<file path="config.mk">
export PLATFORM = sky130hd
export DESIGN_NAME = tfas_alarm_status
export DESIGN_NICKNAME = d
export VERILOG_FILES = /design/src/hdl/tfas_pkg.sv /design/src/hdl/tfas_alarm_status.sv /design/src/hdl/tfas_latch.sv /design/src/hdl/tfas_detector.sv
export SDC_FILE = /design/constraint.sdc
export NUM_CORES = 1
export LEC_CHECK = 0
export BUFFER_PORTS_ARGS = -buffer_cell sky130_fd_sc_hd__clkbuf_2
export CAP_MARGIN = 10
export CORE_ASPECT_RATIO = 1.25
export CORE_MARGIN = 10
export CORE_UTILIZATION = 45
export CTS_CLUSTER_DIAMETER = 80
export DETAILED_ROUTE_END_ITERATION = 6
export PLACE_DENSITY = 0.73
export RECOVER_POWER = 50
export SYNTH_ARGS = -nofsm -noshare
export SYNTH_HDL_FRONTEND = slang
export SYNTH_SLANG_ARGS = --single-unit
</file>
<file path="constraint.sdc">
create_clock -name hclk -period 5.03 [get_ports hclk]
set_clock_uncertainty 0.1 [all_clocks]
set_input_delay 0.2515 -clock hclk [delete_from_list [all_inputs] [get_ports hclk]]
set_output_delay 0.2515 -clock hclk [all_outputs]
set_load 0.005 [all_outputs]
</file>
<file path="src/hdl/tfas_pkg.sv">
// shared constants, types and register map of the second-order framer alarm status block
package tfas_pkg;

  // operating selection, one-hot: T3 (T2 framers), E3 (E2 framers), G.747
  typedef enum logic [2:0] {
    TFAS_MODE_T2 = 3'h1,
    TFAS_MODE_E2 = 3'h2,
    TFAS_MODE_G747 = 3'h4
  } tfas_mode_e;

  localparam int TFAS_NFR = 7;
  localparam int TFAS_NE2 = 4;

  // per-framer observations from the alignment datapath, one cycle each
  typedef struct packed {
    logic bit_vld;   // a received bit is present
    logic bit_dat;   // its value
    logic frm_start; // first bit of a frame (M frame or E2/G.747 frame)
    logic fa_seen;   // F bit (T2) or FAS word (E2/G.747) checked
    logic fa_err;    // that check failed
    logic m_seen;    // M bit checked (T2 only)
    logic m_err;     // that check failed
    logic sync_gain; // alignment regained (T2)
    logic ind_seen;  // remote alarm indicator sampled
    logic ind_bit;   // X bit, E2 bit 11 or G.747 set 2 bit 1
    logic sn_seen;   // E2 national bit decoded
    logic sn_bit;
  } tfas_obs_s;

  typedef struct packed {
    logic rai;
    logic ais;
    logic lof;
  } tfas_alm_s;

  // AIS zero-count windows in bits: 4704, 848, 840
  localparam logic [12:0] TFAS_T2_WIN_BITS = 13'h1260;
  localparam logic [12:0] TFAS_E2_WIN_BITS = 13'h0350;
  localparam logic [12:0] TFAS_G747_WIN_BITS = 13'h0348;
  localparam logic [12:0] TFAS_T2_AIS_MAX_ZEROS = 13'h0008;
  localparam logic [12:0] TFAS_E2_AIS_MAX_ZEROS = 13'h0004;

  // frame loss and remote alarm persistence counts
  localparam int TFAS_T2_ERR_MIN = 2;
  localparam logic [2:0] TFAS_FAS_BAD_RUN = 3'h4;
  localparam logic [2:0] TFAS_FAS_GOOD_RUN = 3'h3;
  localparam logic [2:0] TFAS_RAI_RUN = 3'h4;

  // register indices; byte address is four times the index
  localparam logic [7:0] TFAS_SR1_IDX = 8'h34;
  localparam logic [7:0] TFAS_SR2_IDX = 8'h36;
  localparam logic [31:0] TFAS_SR1_ADDR = {22'h000000, TFAS_SR1_IDX, 2'h0};
  localparam logic [31:0] TFAS_SR2_ADDR = {22'h000000, TFAS_SR2_IDX, 2'h0};

  // field positions
  localparam int TFAS_IE_LOF_BIT = 7;
  localparam int TFAS_IE_AIS_BIT = 15;
  localparam int TFAS_IE_RAI_BIT = 7;

  localparam logic TFAS_IE_RESET = 1'h0;
  localparam logic [1:0] TFAS_HTRANS_NONSEQ = 2'h2;
  localparam logic TFAS_HRESP_OKAY = 1'h0;

endpackage

</file>
<file path="src/hdl/tfas_alarm_status.sv">
// second-order framer alarm detection, clear-on-read status and summary over AHB-Lite
`timescale 1ns/1ps
// Contract
// per-framer frame loss latch, read clears unless active
// frame loss change raises summary when enabled, masked
// frame loss enable in first register bit 7
// E3 leaves framers five to seven meaningless
// all-ones latches in bits 8 to 14
// AIS change raises summary when bit 15 set
// E3 leaves upper AIS latches meaningless
// reading first register clears its latches
// remote alarm latches in second register bits 0-6
// remote alarm change raises second summary bit
// E3 leaves upper remote alarm latches meaningless
// bits 8-11 show live E2 national bit
// bits 12-15 latch each E2 frame start
// reading second register clears its latches
// T2 AIS set at eight zeros in 4704
// T2 AIS clears at nine zeros or more
// T2 loss on 2/5 F or 2/4 M errors
// T2 remote alarm from X over four frames
// E2 AIS over two 848-bit frames
// E2/G.747 loss four bad, clear three good
// E2 remote alarm from bit 11, four frames
// G.747 uses 840-bit frames, set 2 bit 1
// operating mode is a static input
// set in the clearing cycle wins
module tfas_alarm_status (
  input wire logic hclk,
  input wire logic hresetn,
  input wire logic hsel,
  input wire logic [31:0] haddr,
  input wire logic [1:0] htrans,
  input wire logic hwrite,
  input wire logic [2:0] hsize,
  input wire logic hready,
  input wire logic [31:0] hwdata,
  output logic [31:0] hrdata,
  output logic hreadyout,
  output logic hresp,
  input wire tfas_pkg::tfas_mode_e op_mode,
  input wire tfas_pkg::tfas_obs_s [6:0] framer_obs,
  input wire logic [1:0] master_status_mask,
  output logic [1:0] master_status_sum,
  output logic framer_irq
);

  typedef struct packed {
    logic ph_wr;
    logic ph_sr1;
    logic ph_sr2;
    logic [31:0] rdata;
    logic frame_loss_irq_enable;
    logic all_ones_irq_enable;
    logic remote_alarm_irq_enable;
    tfas_pkg::tfas_alm_s [6:0] alm_prev;
    logic [3:0] e2_received_national_bit;
    logic [1:0] sum;
  } tfas_top_s;

  tfas_top_s s_q;
  tfas_top_s s_d;

  logic [6:0] active;
  logic is_e2;
  tfas_pkg::tfas_alm_s [6:0] alm;
  logic [6:0] lof_lvl;
  logic [6:0] ais_lvl;
  logic [6:0] rai_lvl;
  logic [3:0] sof_ev;
  logic [13:0] sr1_lat;
  logic [10:0] sr2_lat;
  logic [1:0] chg1_set;
  logic [1:0] chg1_lat;
  logic chg2_set;
  logic chg2_lat;
  logic acc;
  logic hit1;
  logic hit2;
  logic rd_sr1;
  logic rd_sr2;
  logic wr1_now;
  logic wr2_now;
  logic ie_lof_cur;
  logic ie_ais_cur;
  logic ie_rai_cur;
  logic [15:0] sr1_val;
  logic [15:0] sr2_val;

  // mode picks the criteria; E3 runs only four E2 framers
  assign is_e2 = (op_mode == tfas_pkg::TFAS_MODE_E2);

  // one detector per framer
  for (genvar i = 0; i < tfas_pkg::TFAS_NFR; i++) begin : g_fr
    assign active[i] = !is_e2 || (i < tfas_pkg::TFAS_NE2);
    tfas_detector u_det (
      .hclk(hclk),
      .hresetn(hresetn),
      .mode(op_mode),
      .active(active[i]),
      .obs(framer_obs[i]),
      .alm(alm[i])
    );
    assign lof_lvl[i] = alm[i].lof;
    assign ais_lvl[i] = alm[i].ais;
    assign rai_lvl[i] = alm[i].rai;
  end

  // E2 frame boundaries for the start-of-frame latches
  for (genvar j = 0; j < tfas_pkg::TFAS_NE2; j++) begin : g_sof
    assign sof_ev[j] = is_e2 && framer_obs[j].frm_start;
  end

  // bus decode; a read clears in the cycle it samples the latches
  assign acc = hsel && hready && (htrans == tfas_pkg::TFAS_HTRANS_NONSEQ);
  assign hit1 = (haddr == tfas_pkg::TFAS_SR1_ADDR);
  assign hit2 = (haddr == tfas_pkg::TFAS_SR2_ADDR);
  assign rd_sr1 = acc && !hwrite && hit1;
  assign rd_sr2 = acc && !hwrite && hit2;

  // a write in its data phase is forwarded so a following read sees it
  assign wr1_now = s_q.ph_wr && s_q.ph_sr1;
  assign wr2_now = s_q.ph_wr && s_q.ph_sr2;
  assign ie_lof_cur = wr1_now ? hwdata[tfas_pkg::TFAS_IE_LOF_BIT] : s_q.frame_loss_irq_enable;
  assign ie_ais_cur = wr1_now ? hwdata[tfas_pkg::TFAS_IE_AIS_BIT] : s_q.all_ones_irq_enable;
  assign ie_rai_cur = wr2_now ? hwdata[tfas_pkg::TFAS_IE_RAI_BIT] : s_q.remote_alarm_irq_enable;

  // status latches: level inputs keep a bit set while the alarm stands
  tfas_latch #(
    .W(14)
  ) u_sr1_lat (
    .hclk(hclk),
    .hresetn(hresetn),
    .set({ais_lvl, lof_lvl}),
    .clr(rd_sr1),
    .q(sr1_lat)
  );

  tfas_latch #(
    .W(11)
  ) u_sr2_lat (
    .hclk(hclk),
    .hresetn(hresetn),
    .set({sof_ev, rai_lvl}),
    .clr(rd_sr2),
    .q(sr2_lat)
  );

  // change-of-state events feed the summary; reading drops the request
  assign chg1_set[0] = |(lof_lvl ^ {s_q.alm_prev[6].lof, s_q.alm_prev[5].lof, s_q.alm_prev[4].lof,
                                  s_q.alm_prev[3].lof, s_q.alm_prev[2].lof, s_q.alm_prev[1].lof,
                                  s_q.alm_prev[0].lof});
  assign chg1_set[1] = |(ais_lvl ^ {s_q.alm_prev[6].ais, s_q.alm_prev[5].ais, s_q.alm_prev[4].ais,
                                  s_q.alm_prev[3].ais, s_q.alm_prev[2].ais, s_q.alm_prev[1].ais,
                                  s_q.alm_prev[0].ais});
  assign chg2_set = |(rai_lvl ^ {s_q.alm_prev[6].rai, s_q.alm_prev[5].rai, s_q.alm_prev[4].rai,
                               s_q.alm_prev[3].rai, s_q.alm_prev[2].rai, s_q.alm_prev[1].rai,
                               s_q.alm_prev[0].rai});

  tfas_latch #(
    .W(2)
  ) u_chg1 (
    .hclk(hclk),
    .hresetn(hresetn),
    .set(chg1_set),
    .clr(rd_sr1),
    .q(chg1_lat)
  );

  tfas_latch #(
    .W(1)
  ) u_chg2 (
    .hclk(hclk),
    .hresetn(hresetn),
    .set(chg2_set),
    .clr(rd_sr2),
    .q(chg2_lat)
  );

  // register images, upper half reads zero
  assign sr1_val = {ie_ais_cur, sr1_lat[13:7], ie_lof_cur, sr1_lat[6:0]};
  assign sr2_val = {sr2_lat[10:7], s_q.e2_received_national_bit, ie_rai_cur, sr2_lat[6:0]};

  // bus phase tracking, enables, national bits and summary
  always_comb begin
    s_d = s_q;
    s_d.alm_prev = alm;
    s_d.frame_loss_irq_enable = ie_lof_cur;
    s_d.all_ones_irq_enable = ie_ais_cur;
    s_d.remote_alarm_irq_enable = ie_rai_cur;
    if (hready) begin
      s_d.ph_wr = acc && hwrite;
      s_d.ph_sr1 = acc && hit1;
      s_d.ph_sr2 = acc && hit2;
    end
    // read data is registered at the address phase, unmapped reads as zero
    if (acc && !hwrite) begin
      if (hit1) begin
        s_d.rdata = {16'h0000, sr1_val};
      end else if (hit2) begin
        s_d.rdata = {16'h0000, sr2_val};
      end else begin
        s_d.rdata = 32'h00000000;
      end
    end
    // live national bit, reloaded as each E2 frame decodes it
    for (int k = 0; k < tfas_pkg::TFAS_NE2; k++) begin
      if (is_e2 && framer_obs[k].sn_seen) begin
        s_d.e2_received_national_bit[k] = framer_obs[k].sn_bit;
      end
    end
    // enable and master mask both gate; national and frame start never do
    s_d.sum[0] = master_status_mask[0] &&
                 ((s_q.frame_loss_irq_enable && chg1_lat[0]) || (s_q.all_ones_irq_enable && chg1_lat[1]));
    s_d.sum[1] = master_status_mask[1] && s_q.remote_alarm_irq_enable && chg2_lat;
  end

  always_ff @(posedge hclk or negedge hresetn) begin
    if (!hresetn) begin
      s_q <= '0;
      s_q.frame_loss_irq_enable <= tfas_pkg::TFAS_IE_RESET;
      s_q.all_ones_irq_enable <= tfas_pkg::TFAS_IE_RESET;
      s_q.remote_alarm_irq_enable <= tfas_pkg::TFAS_IE_RESET;
    end else begin
      s_q <= s_d;
    end
  end

  // zero-wait slave, always OKAY
  assign hreadyout = 1'h1;
  assign hresp = tfas_pkg::TFAS_HRESP_OKAY;
  assign hrdata = s_q.rdata;
  assign master_status_sum = s_q.sum;
  assign framer_irq = |s_q.sum;

endmodule

</file>
<file path="src/hdl/tfas_latch.sv">
// clear-on-read sticky latches where a set in the clearing cycle wins
`timescale 1ns/1ps
module tfas_latch #(
  parameter int W = 1
) (
  input wire logic hclk,
  input wire logic hresetn,
  input wire logic [W-1:0] set,
  input wire logic clr,
  output logic [W-1:0] q
);

  typedef struct packed {
    logic [W-1:0] q;
  } tfas_lat_s;

  tfas_lat_s s_q;
  tfas_lat_s s_d;

  // a level held on set keeps the bit through a read
  always_comb begin
    s_d.q = set | (s_q.q & ~{W{clr}});
  end

  always_ff @(posedge hclk or negedge hresetn) begin
    if (!hresetn) begin
      s_q <= '0;
    end else begin
      s_q <= s_d;
    end
  end

  assign q = s_q.q;

endmodule

</file>
<file path="src/hdl/tfas_detector.sv">
// per-framer frame loss, all-ones and remote alarm detectors
`timescale 1ns/1ps
module tfas_detector (
  input wire logic hclk,
  input wire logic hresetn,
  input wire tfas_pkg::tfas_mode_e mode,
  input wire logic active,
  input wire tfas_pkg::tfas_obs_s obs,
  output tfas_pkg::tfas_alm_s alm
);

  typedef struct packed {
    logic [12:0] bitcnt;
    logic [12:0] zcnt;
    logic prev_low;
    logic [4:0] fwin;
    logic [3:0] mwin;
    logic [2:0] badcnt;
    logic [2:0] goodcnt;
    logic [2:0] raicnt;
    tfas_pkg::tfas_alm_s alm;
  } tfas_det_s;

  tfas_det_s s_q;
  tfas_det_s s_d;
  logic t2;
  logic low;
  logic act;
  logic [12:0] winlen;
  logic [12:0] b;
  logic [12:0] z;
  logic [4:0] fw;
  logic [3:0] mw;

  always_comb begin
    s_d = s_q;
    t2 = (mode == tfas_pkg::TFAS_MODE_T2);
    low = 1'h0;
    act = 1'h0;
    fw = s_q.fwin;
    mw = s_q.mwin;
    case (mode)
      tfas_pkg::TFAS_MODE_T2: winlen = tfas_pkg::TFAS_T2_WIN_BITS;
      tfas_pkg::TFAS_MODE_E2: winlen = tfas_pkg::TFAS_E2_WIN_BITS;
      tfas_pkg::TFAS_MODE_G747: winlen = tfas_pkg::TFAS_G747_WIN_BITS;
      default: winlen = tfas_pkg::TFAS_T2_WIN_BITS;
    endcase
    // an E2/G.747 frame start realigns the window; a T2 M frame is only a quarter of it,
    // so the T2 window runs free over any 4704 received bits
    b = (obs.frm_start && !t2) ? 13'h0000 : s_q.bitcnt;
    z = (obs.frm_start && !t2) ? 13'h0000 : s_q.zcnt;
    if (obs.bit_vld) begin
      z = z + {12'h000, ~obs.bit_dat};
      b = b + 13'h0001;
      if (b == winlen) begin
        if (t2) begin
          s_d.alm.ais = (z <= tfas_pkg::TFAS_T2_AIS_MAX_ZEROS);
        end else begin
          low = (z <= tfas_pkg::TFAS_E2_AIS_MAX_ZEROS);
          // two frames in a row must agree before AIS moves
          if (low && s_q.prev_low) begin
            s_d.alm.ais = 1'h1;
          end else if (!low && !s_q.prev_low) begin
            s_d.alm.ais = 1'h0;
          end
          s_d.prev_low = low;
        end
        b = 13'h0000;
        z = 13'h0000;
      end
    end
    s_d.bitcnt = b;
    s_d.zcnt = z;
    // frame loss
    if (t2) begin
      if (obs.fa_seen) begin
        fw = {s_q.fwin[3:0], obs.fa_err};
      end
      if (obs.m_seen) begin
        mw = {s_q.mwin[2:0], obs.m_err};
      end
      s_d.fwin = fw;
      s_d.mwin = mw;
      if (($countones(fw) >= tfas_pkg::TFAS_T2_ERR_MIN) || ($countones(mw) >= tfas_pkg::TFAS_T2_ERR_MIN)) begin
        s_d.alm.lof = 1'h1;
      end
      if (obs.sync_gain) begin
        s_d.alm.lof = 1'h0;
        s_d.fwin = 5'h00;
        s_d.mwin = 4'h0;
      end
    end else if (obs.fa_seen) begin
      if (obs.fa_err) begin
        s_d.goodcnt = 3'h0;
        if (s_q.badcnt != tfas_pkg::TFAS_FAS_BAD_RUN) begin
          s_d.badcnt = s_q.badcnt + 3'h1;
        end
        if (s_d.badcnt == tfas_pkg::TFAS_FAS_BAD_RUN) begin
          s_d.alm.lof = 1'h1;
        end
      end else begin
        s_d.badcnt = 3'h0;
        if (s_q.goodcnt != tfas_pkg::TFAS_FAS_GOOD_RUN) begin
          s_d.goodcnt = s_q.goodcnt + 3'h1;
        end
        if (s_d.goodcnt == tfas_pkg::TFAS_FAS_GOOD_RUN) begin
          s_d.alm.lof = 1'h0;
        end
      end
    end
    // remote alarm: X is active low, the E2/G.747 bit active high
    if (obs.ind_seen) begin
      act = t2 ? ~obs.ind_bit : obs.ind_bit;
      if (act == s_q.alm.rai) begin
        s_d.raicnt = 3'h0;
      end else begin
        s_d.raicnt = s_q.raicnt + 3'h1;
        if (s_d.raicnt == tfas_pkg::TFAS_RAI_RUN) begin
          s_d.alm.rai = act;
          s_d.raicnt = 3'h0;
        end
      end
    end
    // an unused framer is held quiet
    if (!active) begin
      s_d = '0;
    end
  end

  always_ff @(posedge hclk or negedge hresetn) begin
    if (!hresetn) begin
      s_q <= '0;
    end else begin
      s_q <= s_d;
    end
  end

  assign alm = s_q.alm;

endmodule

</file>
==> results of run 1 <==
-- routing by layer --
layer,up-vias,part of all wire,global-route usage,routed length (µm)
li1,10300,-,-,-
met1,10100,0.44,0.227,27000
met2,360,0.49,0.308,29800
met3,130,0.041,0.0304,2500
met4,6,0.029,0.0612,1780
met5,-,0.00072,0,44
-- worst max-delay path, stage by stage --
cell and delay (ns):
clkbuf_2 0.17, or3b_1 0.83, nand2_1 0.41, and2_1 0.19, ha_1 0.16, ha_1 0.26, nand3_1 0.18, a211oi_4 0.32
nand3_1 0.15, or3_1 0.36, a22oi_1 0.19, nand4_1 0.20, a211oi_2 0.31, ha_1 0.28, o21ai_0 0.15, o311a_1 0.19
nor2_1 0.04
-- state kept, by name (all words and copies together) (netlist names) --
| register | count |
|---|---|
| g_fr.u_det.s_q | 315 |
| s_q | 31 |
| g_fr.u_det.alm | 21 |
| hrdata | 16 |
| u_sr1_lat.q | 14 |
| u_sr2_lat.q | 11 |
| master_status_sum | 2 |
| u_chg1.q | 2 |
| u_chg2.q | 1 |
-- power breakdown --
group	switching [mW]	internal, mW
logic	0.697	0.549
registers	0.269	3.61
clock network	1.41	2.01
-- stage by stage --
stage | hold slack (ns) | power [mW] | util | setup WS (ns)
global placement | 0.218 | 5.08 | 0.476 | 0.606
global route | 0.0423 | 8.99 | 0.510 | 0.393
CTS | 0.00258 | 8.65 | 0.511 | 1.16
finish | 0.0215 | 8.55 | 0.510 | 0.750
detailed placement | 0.227 | 5.13 | 0.476 | 0.556
floorplan | -0.144 | 4.73 | - | 0.769
-- placed cells by master (no fill, tap or decap), drive strengths merged, types with 72 or more instances in the layout --
master and instances:
dfrtp 413, nand2 366, nor2 244, clkbuf 215
o21ai 160, nand3 149, xor2 128, a21oi 128
inv 109, ha 98, xnor2 89, mux2 76
nor3 74, nand4 72
-- what timing repair did --
| action | in CTS | in global routing |
|---|---|---|
| gates resized for setup | 0 | 0 |
| hold endpoints to repair | 198 | 0 |
| hold buffers | 50 | 0 |
-- cell type report --
cell class,instances,area share
Sequential cell,413,0.360
Tap cell,742,0.0323
Inverter,110,0.0144
Antenna cell,2,0.000174
Clock buffer,66,0.0455
Clock inverter,15,0.00719
Multi-Input combinational cell,2187,0.491
Timing Repair Buffer,227,0.0500
-- kinds of logic after synthesis --
family	after synthesis	synth area share
buf+inv	299	0.0515
other cells	2	0.000292
mux	113	0.0477
xor+xnor	218	0.0752
simple gates	1167	0.220
fa+ha+maj	112	0.0587
flops	413	0.402
compound gates	559	0.144
-- final timing paths --
kind,end,depth (start not counted)
max,g_fr[5].u_det.alm[1]$_DFFE_PN0P_,17
min,g_fr[1].u_det.s_q[20]$_DFFE_PN0P_,3
max in group asynchronous,u_chg2.q$_DFF_PN0_,3
max reg2reg,g_fr[0].u_det.alm[1]$_DFFE_PN0P_,14
min reg2reg,s_q[22]$_DFF_PN0_,0
min in group asynchronous,g_fr[0].u_det.s_q[39]$_DFF_PN0_,2
-- synth_stat cells (32+ instances only) --
cell        n  area (µm²)
nand4_1    72         450
a21o_1     32         240
mux2i_1    37         370
ha_1       98        1230
mux2_2     74         833
buf_4      41         308
clkbuf_1  106         398
nand2_1   365        1370
a31oi_1    34         213
xor2_1    128        1120
dfrtp_1   413       10300
nand3_1   148         741
a21oi_1   128         641
and2_1     47         294
and3_1     39         244
nor3_1     74         370
xnor2_1    88         771
o21ai_0   155         776
inv_1     106         398
nor2_1    242         908
==> flow_metrics.env, run 1 <==
export IMPL_outcome="finished, violations left"
export IMPL_violations="capacitance limit, slew limit"
export IMPL_regArea_um2=10300
export IMPL_grt_first_pass_wirelength_mm=102
export IMPL_vias=20900
export IMPL_syn_to_final_growth_pct=11.8
export IMPL_hold_viol=0
export IMPL_syn_inst=2883
export IMPL_clock_sinks=413
export IMPL_gp_congestion=0.868
export IMPL_grt_pass1_vias=20800
export IMPL_synthArstFlopShare=1.00
export IMPL_path_clk_slew_ns=0.06
export IMPL_dp_hpwl_mm=41.6
export IMPL_cts_tree="yes"
export IMPL_via_per_inst=5.57
export IMPL_ys_warn_count=0
export IMPL_fin_tns_setup_ns=0
export IMPL_dieWidth_um=234
export IMPL_cts_htree_levels=2
export IMPL_clk_latency_ns=0.59
export IMPL_leakagePower_nw=12.6
export IMPL_syn_cell_area_um2=25700
export IMPL_fin_area_um2=28700
export IMPL_arrival_ns=4.64
export IMPL_max_freq_mhz=234
export IMPL_cap_violations=4
export IMPL_post_cts_setup_buffer_count=0
export IMPL_crit_required_ns=5.39
export IMPL_die_y_um=287
export IMPL_vdd_drop_max_v=0.000219
export IMPL_grt_overflow=0
export IMPL_drive_gt1_frac=0.110
export IMPL_die_area_um2=67100
export IMPL_synth_main_ff_cell="dfrtp_1"
export IMPL_syn_area_per_cell_um2=8.91
export IMPL_routedWlPerCell_um=16.2
export IMPL_final_nets=3260
export IMPL_period_needed_ns=4.28
export IMPL_start_util=0.456
export IMPL_tightest_slew_ns=2.28
export IMPL_startpoint="op_mode[2]"
export IMPL_rows=97
export IMPL_cts_made_buffers=46
export IMPL_reg2reg_slack_ns=1.48
export IMPL_synth_cell_type_count=93
export IMPL_drt_wl_total_mm=61.1
export IMPL_fin_crit_sh=0.851
export IMPL_reg2reg_from="g_fr[0].u_det.s_q[22]$_DFF_PN0_"
export IMPL_grt_usage=0.181
export IMPL_num_io_pins=200
export IMPL_dp_cells=3629
export IMPL_synth_edf_count=0
export IMPL_min_path_type="in -> reg"
export IMPL_slew_viol_final=313
export IMPL_end_kind="register"
export IMPL_cp_max_fo=15
export IMPL_grt_max_degree=122
export IMPL_ys_ff_latch=413
export IMPL_power_density_nw_per_um2=298
export IMPL_multi_input_area_um2=14100
export IMPL_io_buffer_count=142
export IMPL_core_um2=56300
export IMPL_finalSetupViolations=0
export IMPL_antenna_found_initial=4
export IMPL_drtPass1Iterations=6
export IMPL_start_kind="primary input"
export IMPL_hp_start="framer_obs[20]"
export IMPL_clockBufferDepth=3
export IMPL_drc=0
export IMPL_clockRootBuffer="clkbuf_16"
export IMPL_fillCellCount=5258
export IMPL_drt_initial_drc_count=1240
export IMPL_critPathKind="in -> reg"
export IMPL_slew_headroom=-0.521
export IMPL_drtAntennaViolNets=0
export IMPL_dpl_cell_area_um2=26800
export IMPL_instances_no_fill=3762
export IMPL_rsz0062_at_grt="no"
export IMPL_seq_area_frac_synth=0.402
(Power assumes the default switching activity.)
==> run 2: changes to the inputs <==
Settings changed: CTS_BUF_LIST set to sky130_fd_sc_hd__clkbuf_16.
==> run 2 against run 1 <==
Against the previous run:
- the flow still finishes with violations (capacitance limit, slew limit)
- sequential power is essentially flat
- largest power group unchanged
- global-route usage is essentially flat
- first-iteration DRC count shrank 5.1%
- critical path depth is the same
- clock power shrank 4%
- hold slack gained 0.0026 ns
- clock-buffer cell count shrank 20
==> flow_metrics.env, run 2 (synthesis results as in run 1) <==
export IMPL_drc=0
export IMPL_num_io_pins=200
export IMPL_post_cts_setup_buffer_count=0
export IMPL_syn_to_final_growth_pct=11.5
export IMPL_outcome="finished, violations left"
export IMPL_cp_max_fo=15
export IMPL_min_path_type="in -> reg"
export IMPL_cts_made_buffers=46
export IMPL_leakagePower_nw=12.6
export IMPL_vdd_drop_max_v=0.000220
export IMPL_grt_pass1_vias=20800
export IMPL_violations="capacitance limit, slew limit"
export IMPL_drtAntennaViolNets=0
export IMPL_io_buffer_count=142
export IMPL_dp_cells=3629
export IMPL_drt_wl_total_mm=61.0
export IMPL_mostFrequentLayoutCells="413 x dfrtp_1, 365 x nand2_1, 242 x nor2_1"
export IMPL_dieWidth_um=234
export IMPL_fin_tns_setup_ns=0
export IMPL_antenna_found_initial=4
export IMPL_grt_max_degree=122
export IMPL_fin_area_um2=28600
export IMPL_cts_repair_resized=0
export IMPL_arrival_ns=4.65
export IMPL_rows=97
export IMPL_fin_crit_sh=0.853
export IMPL_cts_htree_levels=2
export IMPL_period_needed_ns=4.29
export IMPL_start_util=0.456
export IMPL_critPathKind="in -> reg"
export IMPL_drtPass1Iterations=5
export IMPL_hp_start="framer_obs[20]"
export IMPL_r2r_cells=14
export IMPL_drt_initial_drc_count=1177
export IMPL_dp_hpwl_mm=41.6
export IMPL_clock_sinks=413
export IMPL_regMostFlops="g_fr.u_det.s_q"
export IMPL_instances_no_fill=3762
export IMPL_core_um2=56300
export IMPL_via_per_inst=5.58
export IMPL_fillCellCount=5269
export IMPL_cts_tree="yes"
export IMPL_start_kind="primary input"
export IMPL_hold_slack_ns=0.0240
export IMPL_grt_first_pass_wirelength_mm=102
export IMPL_finalSetupViolations=0
export IMPL_utilization=0.509
export IMPL_slew_headroom=-0.527
export IMPL_rsz0062_at_grt="no"
export IMPL_rr_endpoint="g_fr[0].u_det.alm[1]$_DFFE_PN0P_"
export IMPL_whs_endpoint="g_fr[1].u_det.s_q[20]$_DFFE_PN0P_"
export IMPL_final_nets=3260
export IMPL_cap_violations=4
export IMPL_layout_commonest_cell="dfrtp_1"
export IMPL_grt_usage=0.181
export IMPL_hold_viol=0
export IMPL_cts_hold_buf=50
export IMPL_reg2reg_slack_ns=1.47
export IMPL_max_freq_mhz=233
export IMPL_vias=21000
export IMPL_die_y_um=287
export IMPL_reg2reg_from="g_fr[0].u_det.s_q[22]$_DFF_PN0_"
export IMPL_drive_gt1_frac=0.107
export IMPL_routedWlPerCell_um=16.2
export IMPL_crit_required_ns=5.39
export IMPL_dpl_cell_area_um2=26800
export IMPL_place_ws_ns=0.556
export IMPL_die_area_um2=67100
export IMPL_gp_congestion=0.868
export IMPL_fin_ws_ns=0.737
export IMPL_power_density_nw_per_um2=293
export IMPL_largest_reg_flops=315
export IMPL_clockRootBuffer="clkbuf_16"
export IMPL_tightest_slew_ns=2.29
export IMPL_grt_overflow=0
export IMPL_end_kind="register"
export IMPL_worstHoldPathCells=3
export IMPL_slew_viol_final=313
export IMPL_total_power_mw=8.40
export IMPL_path_clk_slew_ns=0.06
export IMPL_clk_latency_ns=0.59
export IMPL_clockBufferDepth=3
==> run 2: cell count changes in the layout (fill, tap and decap cells not counted), sizes merged <==
cell	before	now
clkbuf	215	195
inv	109	121
clkinv	10	18
==> run 2: layout make-up <==
class                           instances  area, µm²  area share
Multi-Input combinational cell       2187      14100       0.492
Inverter                              110        413      0.0144
Clock buffer                           46       1150      0.0402
Antenna cell                            2       5.00    0.000175
Timing Repair Buffer                  227       1440      0.0501
Clock inverter                         35        282     0.00983
Tap cell                              742        928      0.0324
Sequential cell                       413      10300       0.361
==> run 2: where the power goes <==
| part | switching, mW | internal, mW | leakage (nW) | total, mW |
|---|---|---|---|---|
| registers | 0.269 | 3.61 | 5.55 | 3.88 |
| clock network | 1.41 | 1.87 | 0.740 | 3.28 |
| logic | 0.698 | 0.549 | 6.34 | 1.25 |
==> run 2: how the worst max path moves through the flow <==
stage / startpoint / to / cells past startpoint
3_3_place_gp: op_mode[2] / g_fr[5].u_det.alm[1]$_DFFE_PN0P_ / 17
6_report: op_mode[2] / g_fr[5].u_det.alm[1]$_DFFE_PN0P_ / 17
5_1_grt: op_mode[2] / g_fr[5].u_det.alm[1]$_DFFE_PN0P_ / 17
2_1_floorplan: op_mode[1] / g_fr[5].u_det.alm[1]$_DFFE_PN0P_ / 20
3_5_place_dp: op_mode[2] / g_fr[5].u_det.alm[1]$_DFFE_PN0P_ / 17
4_1_cts: op_mode[2] / g_fr[5].u_det.alm[1]$_DFFE_PN0P_ / 17
==> run 2: routing by layer <==
layer  GRT usage  share of wire
met1       0.227           0.44
met2       0.307           0.49
met3      0.0302          0.044
met4      0.0617          0.030
met5           0        0.00072
==> run 2: critical path: stages <==
cell and delay [ns]:
clkbuf_2 0.17, or3b_1 0.84, nand2_1 0.42, and2_1 0.19, ha_1 0.16, ha_1 0.26, nand3_1 0.17, a211oi_4 0.32
nand3_1 0.15, or3_1 0.36, a22oi_1 0.19, nand4_1 0.19, a211oi_2 0.31, ha_1 0.28, o21ai_0 0.15, o311a_1 0.19
nor2_1 0.04
==> run 3: changes to the inputs <==
==> constraint.sdc (replaced) <==
create_clock -name hclk -period 5.03 [get_ports hclk]
set_clock_uncertainty 0.1 [all_clocks]
set_input_delay 0.7545 -clock hclk [delete_from_list [all_inputs] [get_ports hclk]]
set_output_delay 0.7545 -clock hclk [all_outputs]
set_load 0.005 [all_outputs]
==> run 3 against run 2 <==
Against the previous run:
- the flow still finishes with violations (capacitance limit, slew limit)
- register-to-register slack improved by 0.04 ns
- setup slack improved by 0.049 ns
- core utilization fell by 0.48 points
- sequential power about the same
- maximum frequency rose by 1.1%
- die area unchanged
- via count fell by 0.89%
- non-clock buffer count is 42 lower
- critical path depth unchanged
- routed wire length down 1.6%
- hold slack improved by 0.27 ns
- highest routed layer unchanged
==> flow_metrics.env, run 3 (synthesis results as in run 1) <==
export IMPL_outcome="finished, violations left"
export IMPL_violations="capacitance limit, slew limit"
export IMPL_cts_htree_levels=2
export IMPL_grt_overflow=0
export IMPL_r2r_cells=14
export IMPL_start_util=0.456
export IMPL_pwr_share_seq=0.450
export IMPL_routedWlPerCell_um=16.1
export IMPL_largest_reg_flops=315
export IMPL_worstHoldPathCells=2
export IMPL_fin_area_um2=28400
export IMPL_whs_endpoint="s_q[4]$_DFFE_PN0P_"
export IMPL_cts_repair_resized=0
export IMPL_pwr_share_comb=0.139
export IMPL_max_freq_mhz=236
export IMPL_drtAntennaViolNets=0
export IMPL_layout_commonest_cell="dfrtp_1"
export IMPL_drc=0
export IMPL_fillCellCount=5284
export IMPL_finalSetupViolations=0
export IMPL_regMostFlops="g_fr.u_det.s_q"
export IMPL_tightest_slew_ns=2.52
export IMPL_leakagePower_nw=12.6
export IMPL_cap_violations=1
export IMPL_rr_endpoint="g_fr[5].u_det.alm[1]$_DFFE_PN0P_"
export IMPL_grt_max_degree=101
export IMPL_cts_tree="yes"
export IMPL_die_area_um2=67100
export IMPL_min_path_type="in -> reg"
export IMPL_num_io_pins=200
export IMPL_drt_wl_total_mm=60.1
export IMPL_rsz0062_at_grt="no"
export IMPL_crit_required_ns=5.42
export IMPL_fin_tns_setup_ns=0
export IMPL_p_int_mw=6.21
export IMPL_switchingPower_mw=2.40
export IMPL_clock_sinks=413
export IMPL_dp_hpwl_mm=41.7
export IMPL_slew_viol_final=100
export IMPL_mostFrequentLayoutCells="413 x dfrtp_1, 365 x nand2_1, 242 x nor2_1"
export IMPL_end_kind="register"
export IMPL_crit_family="simple AND/OR/NAND/NOR gates"
export IMPL_die_y_um=287
export IMPL_reg2reg_from="g_fr[5].u_det.s_q[22]$_DFF_PN0_"
export IMPL_critPathKind="in -> reg"
export IMPL_clock_power_share=0.412
export IMPL_hold_viol=0
export IMPL_grt_usage=0.178
export IMPL_final_nets=3219
export IMPL_instances_no_fill=3723
export IMPL_fin_crit_sh=0.844
export IMPL_arrival_ns=4.63
export IMPL_dp_cells=3637
export IMPL_reg2reg_slack_ns=1.51
export IMPL_cts_hold_buf=0
export IMPL_gp_congestion=0.866
export IMPL_drtPass1Iterations=5
export IMPL_syn_to_final_growth_pct=10.5
export IMPL_clk_latency_ns=0.59
export IMPL_diodes=0
export IMPL_dpl_cell_area_um2=26800
export IMPL_post_cts_setup_buffer_count=0
export IMPL_switching_share=0.278
export IMPL_path_clk_slew_ns=0.06
export IMPL_grt_pass1_vias=20500
export IMPL_period_needed_ns=4.24
export IMPL_grt_first_pass_wirelength_mm=101
export IMPL_place_ws_ns=0.206
export IMPL_vdd_drop_max_v=0.000352
export IMPL_rows=97
export IMPL_cts_made_buffers=47
export IMPL_clockRootBuffer="clkbuf_16"
export IMPL_drt_initial_drc_count=1407
export IMPL_hp_start="framer_obs[24]"
export IMPL_power_density_nw_per_um2=303
export IMPL_cp_max_fo=11
export IMPL_critPathMaxStageDelay_ns=0.54
export IMPL_io_buffer_count=142
export IMPL_antenna_found_initial=4
export IMPL_regArea_um2=10300
export IMPL_multi_input_area_um2=14100
export IMPL_path_cells="clkbuf_2 -> or3b_4 -> nand2_1 -> buf_4 -> and2_1 -> ha_1 -> nand3_1 -> a211oi_4 -> nand3_1 -> or3_1 -> a22oi_1 -> nand4_1 -> a211oi_2 -> ha_1 -> o21ai_0 -> o311a_1 -> nor2_1"
export IMPL_utilization=0.504
export IMPL_hold_slack_ns=0.295
export IMPL_dieWidth_um=234
export IMPL_slew_headroom=-0.681
export IMPL_critical_path_buf_inv_count=2
export IMPL_clockBufferDepth=3
export IMPL_total_power_mw=8.61
export IMPL_core_um2=56300
export IMPL_via_per_inst=5.59
export IMPL_drive_gt1_frac=0.120
export IMPL_vias=20800
export IMPL_start_kind="primary input"
export IMPL_fin_ws_ns=0.786
export IMPL_critPathSlowestCell="or3b_4"
[run 3: changes by cell type in the layout (fill, tap and decap cells not counted), moves of 2 or more]
cell           change
inv_6              -2
buf_4             +10
clkbuf_1          -19
bufinv_16          +3
dlygate4sd3_1     -50
clkinv_1           +5
inv_1              -7
clkinv_2           +3
clkbuf_2          +16
clkbuf_16          +2
diode_2            -2
[run 3: cell type report]
cell class | instances | area share
Sequential cell | 413 | 0.364
Clock buffer | 48 | 0.0423
Clock inverter | 38 | 0.0131
Timing Repair Buffer | 185 | 0.0362
Multi-Input combinational cell | 2187 | 0.497
Inverter | 110 | 0.0146
Tap cell | 742 | 0.0327
[run 3: worst max-delay path by stage]
stage / start / end / cells after the start
3_3_place_gp: op_mode[2] / g_fr[5].u_det.alm[1]$_DFFE_PN0P_ / 17
6_report: op_mode[2] / g_fr[5].u_det.alm[1]$_DFFE_PN0P_ / 17
4_1_cts: op_mode[2] / g_fr[5].u_det.alm[1]$_DFFE_PN0P_ / 17
2_1_floorplan: op_mode[1] / g_fr[5].u_det.alm[1]$_DFFE_PN0P_ / 20
3_5_place_dp: op_mode[2] / g_fr[5].u_det.alm[1]$_DFFE_PN0P_ / 17
5_1_grt: op_mode[2] / g_fr[0].u_det.alm[1]$_DFFE_PN0P_ / 17
[run 3: power by group through the flow]
| stage | clock (mW) | combinational [mW] | sequential, mW |
|---|---|---|---|
| global route | 3.76 | 1.37 | 3.92 |
| floorplan | 0 | 0.882 | 3.85 |
| detailed placement | 0 | 1.21 | 3.93 |
| finish | 3.54 | 1.19 | 3.87 |
| CTS | 3.62 | 1.21 | 3.87 |
| global placement | 0 | 1.17 | 3.92 |
[run 3: routing by layer]
| layer | global-route usage | share of wire | up-vias |
|---|---|---|---|
| met5 | 0 | 0.00077 | - |
| met4 | 0.0491 | 0.021 | 8 |
| met2 | 0.310 | 0.50 | 367 |
| met1 | 0.224 | 0.43 | 10100 |
| met3 | 0.0276 | 0.043 | 92 |
| li1 | - | - | 10200 |
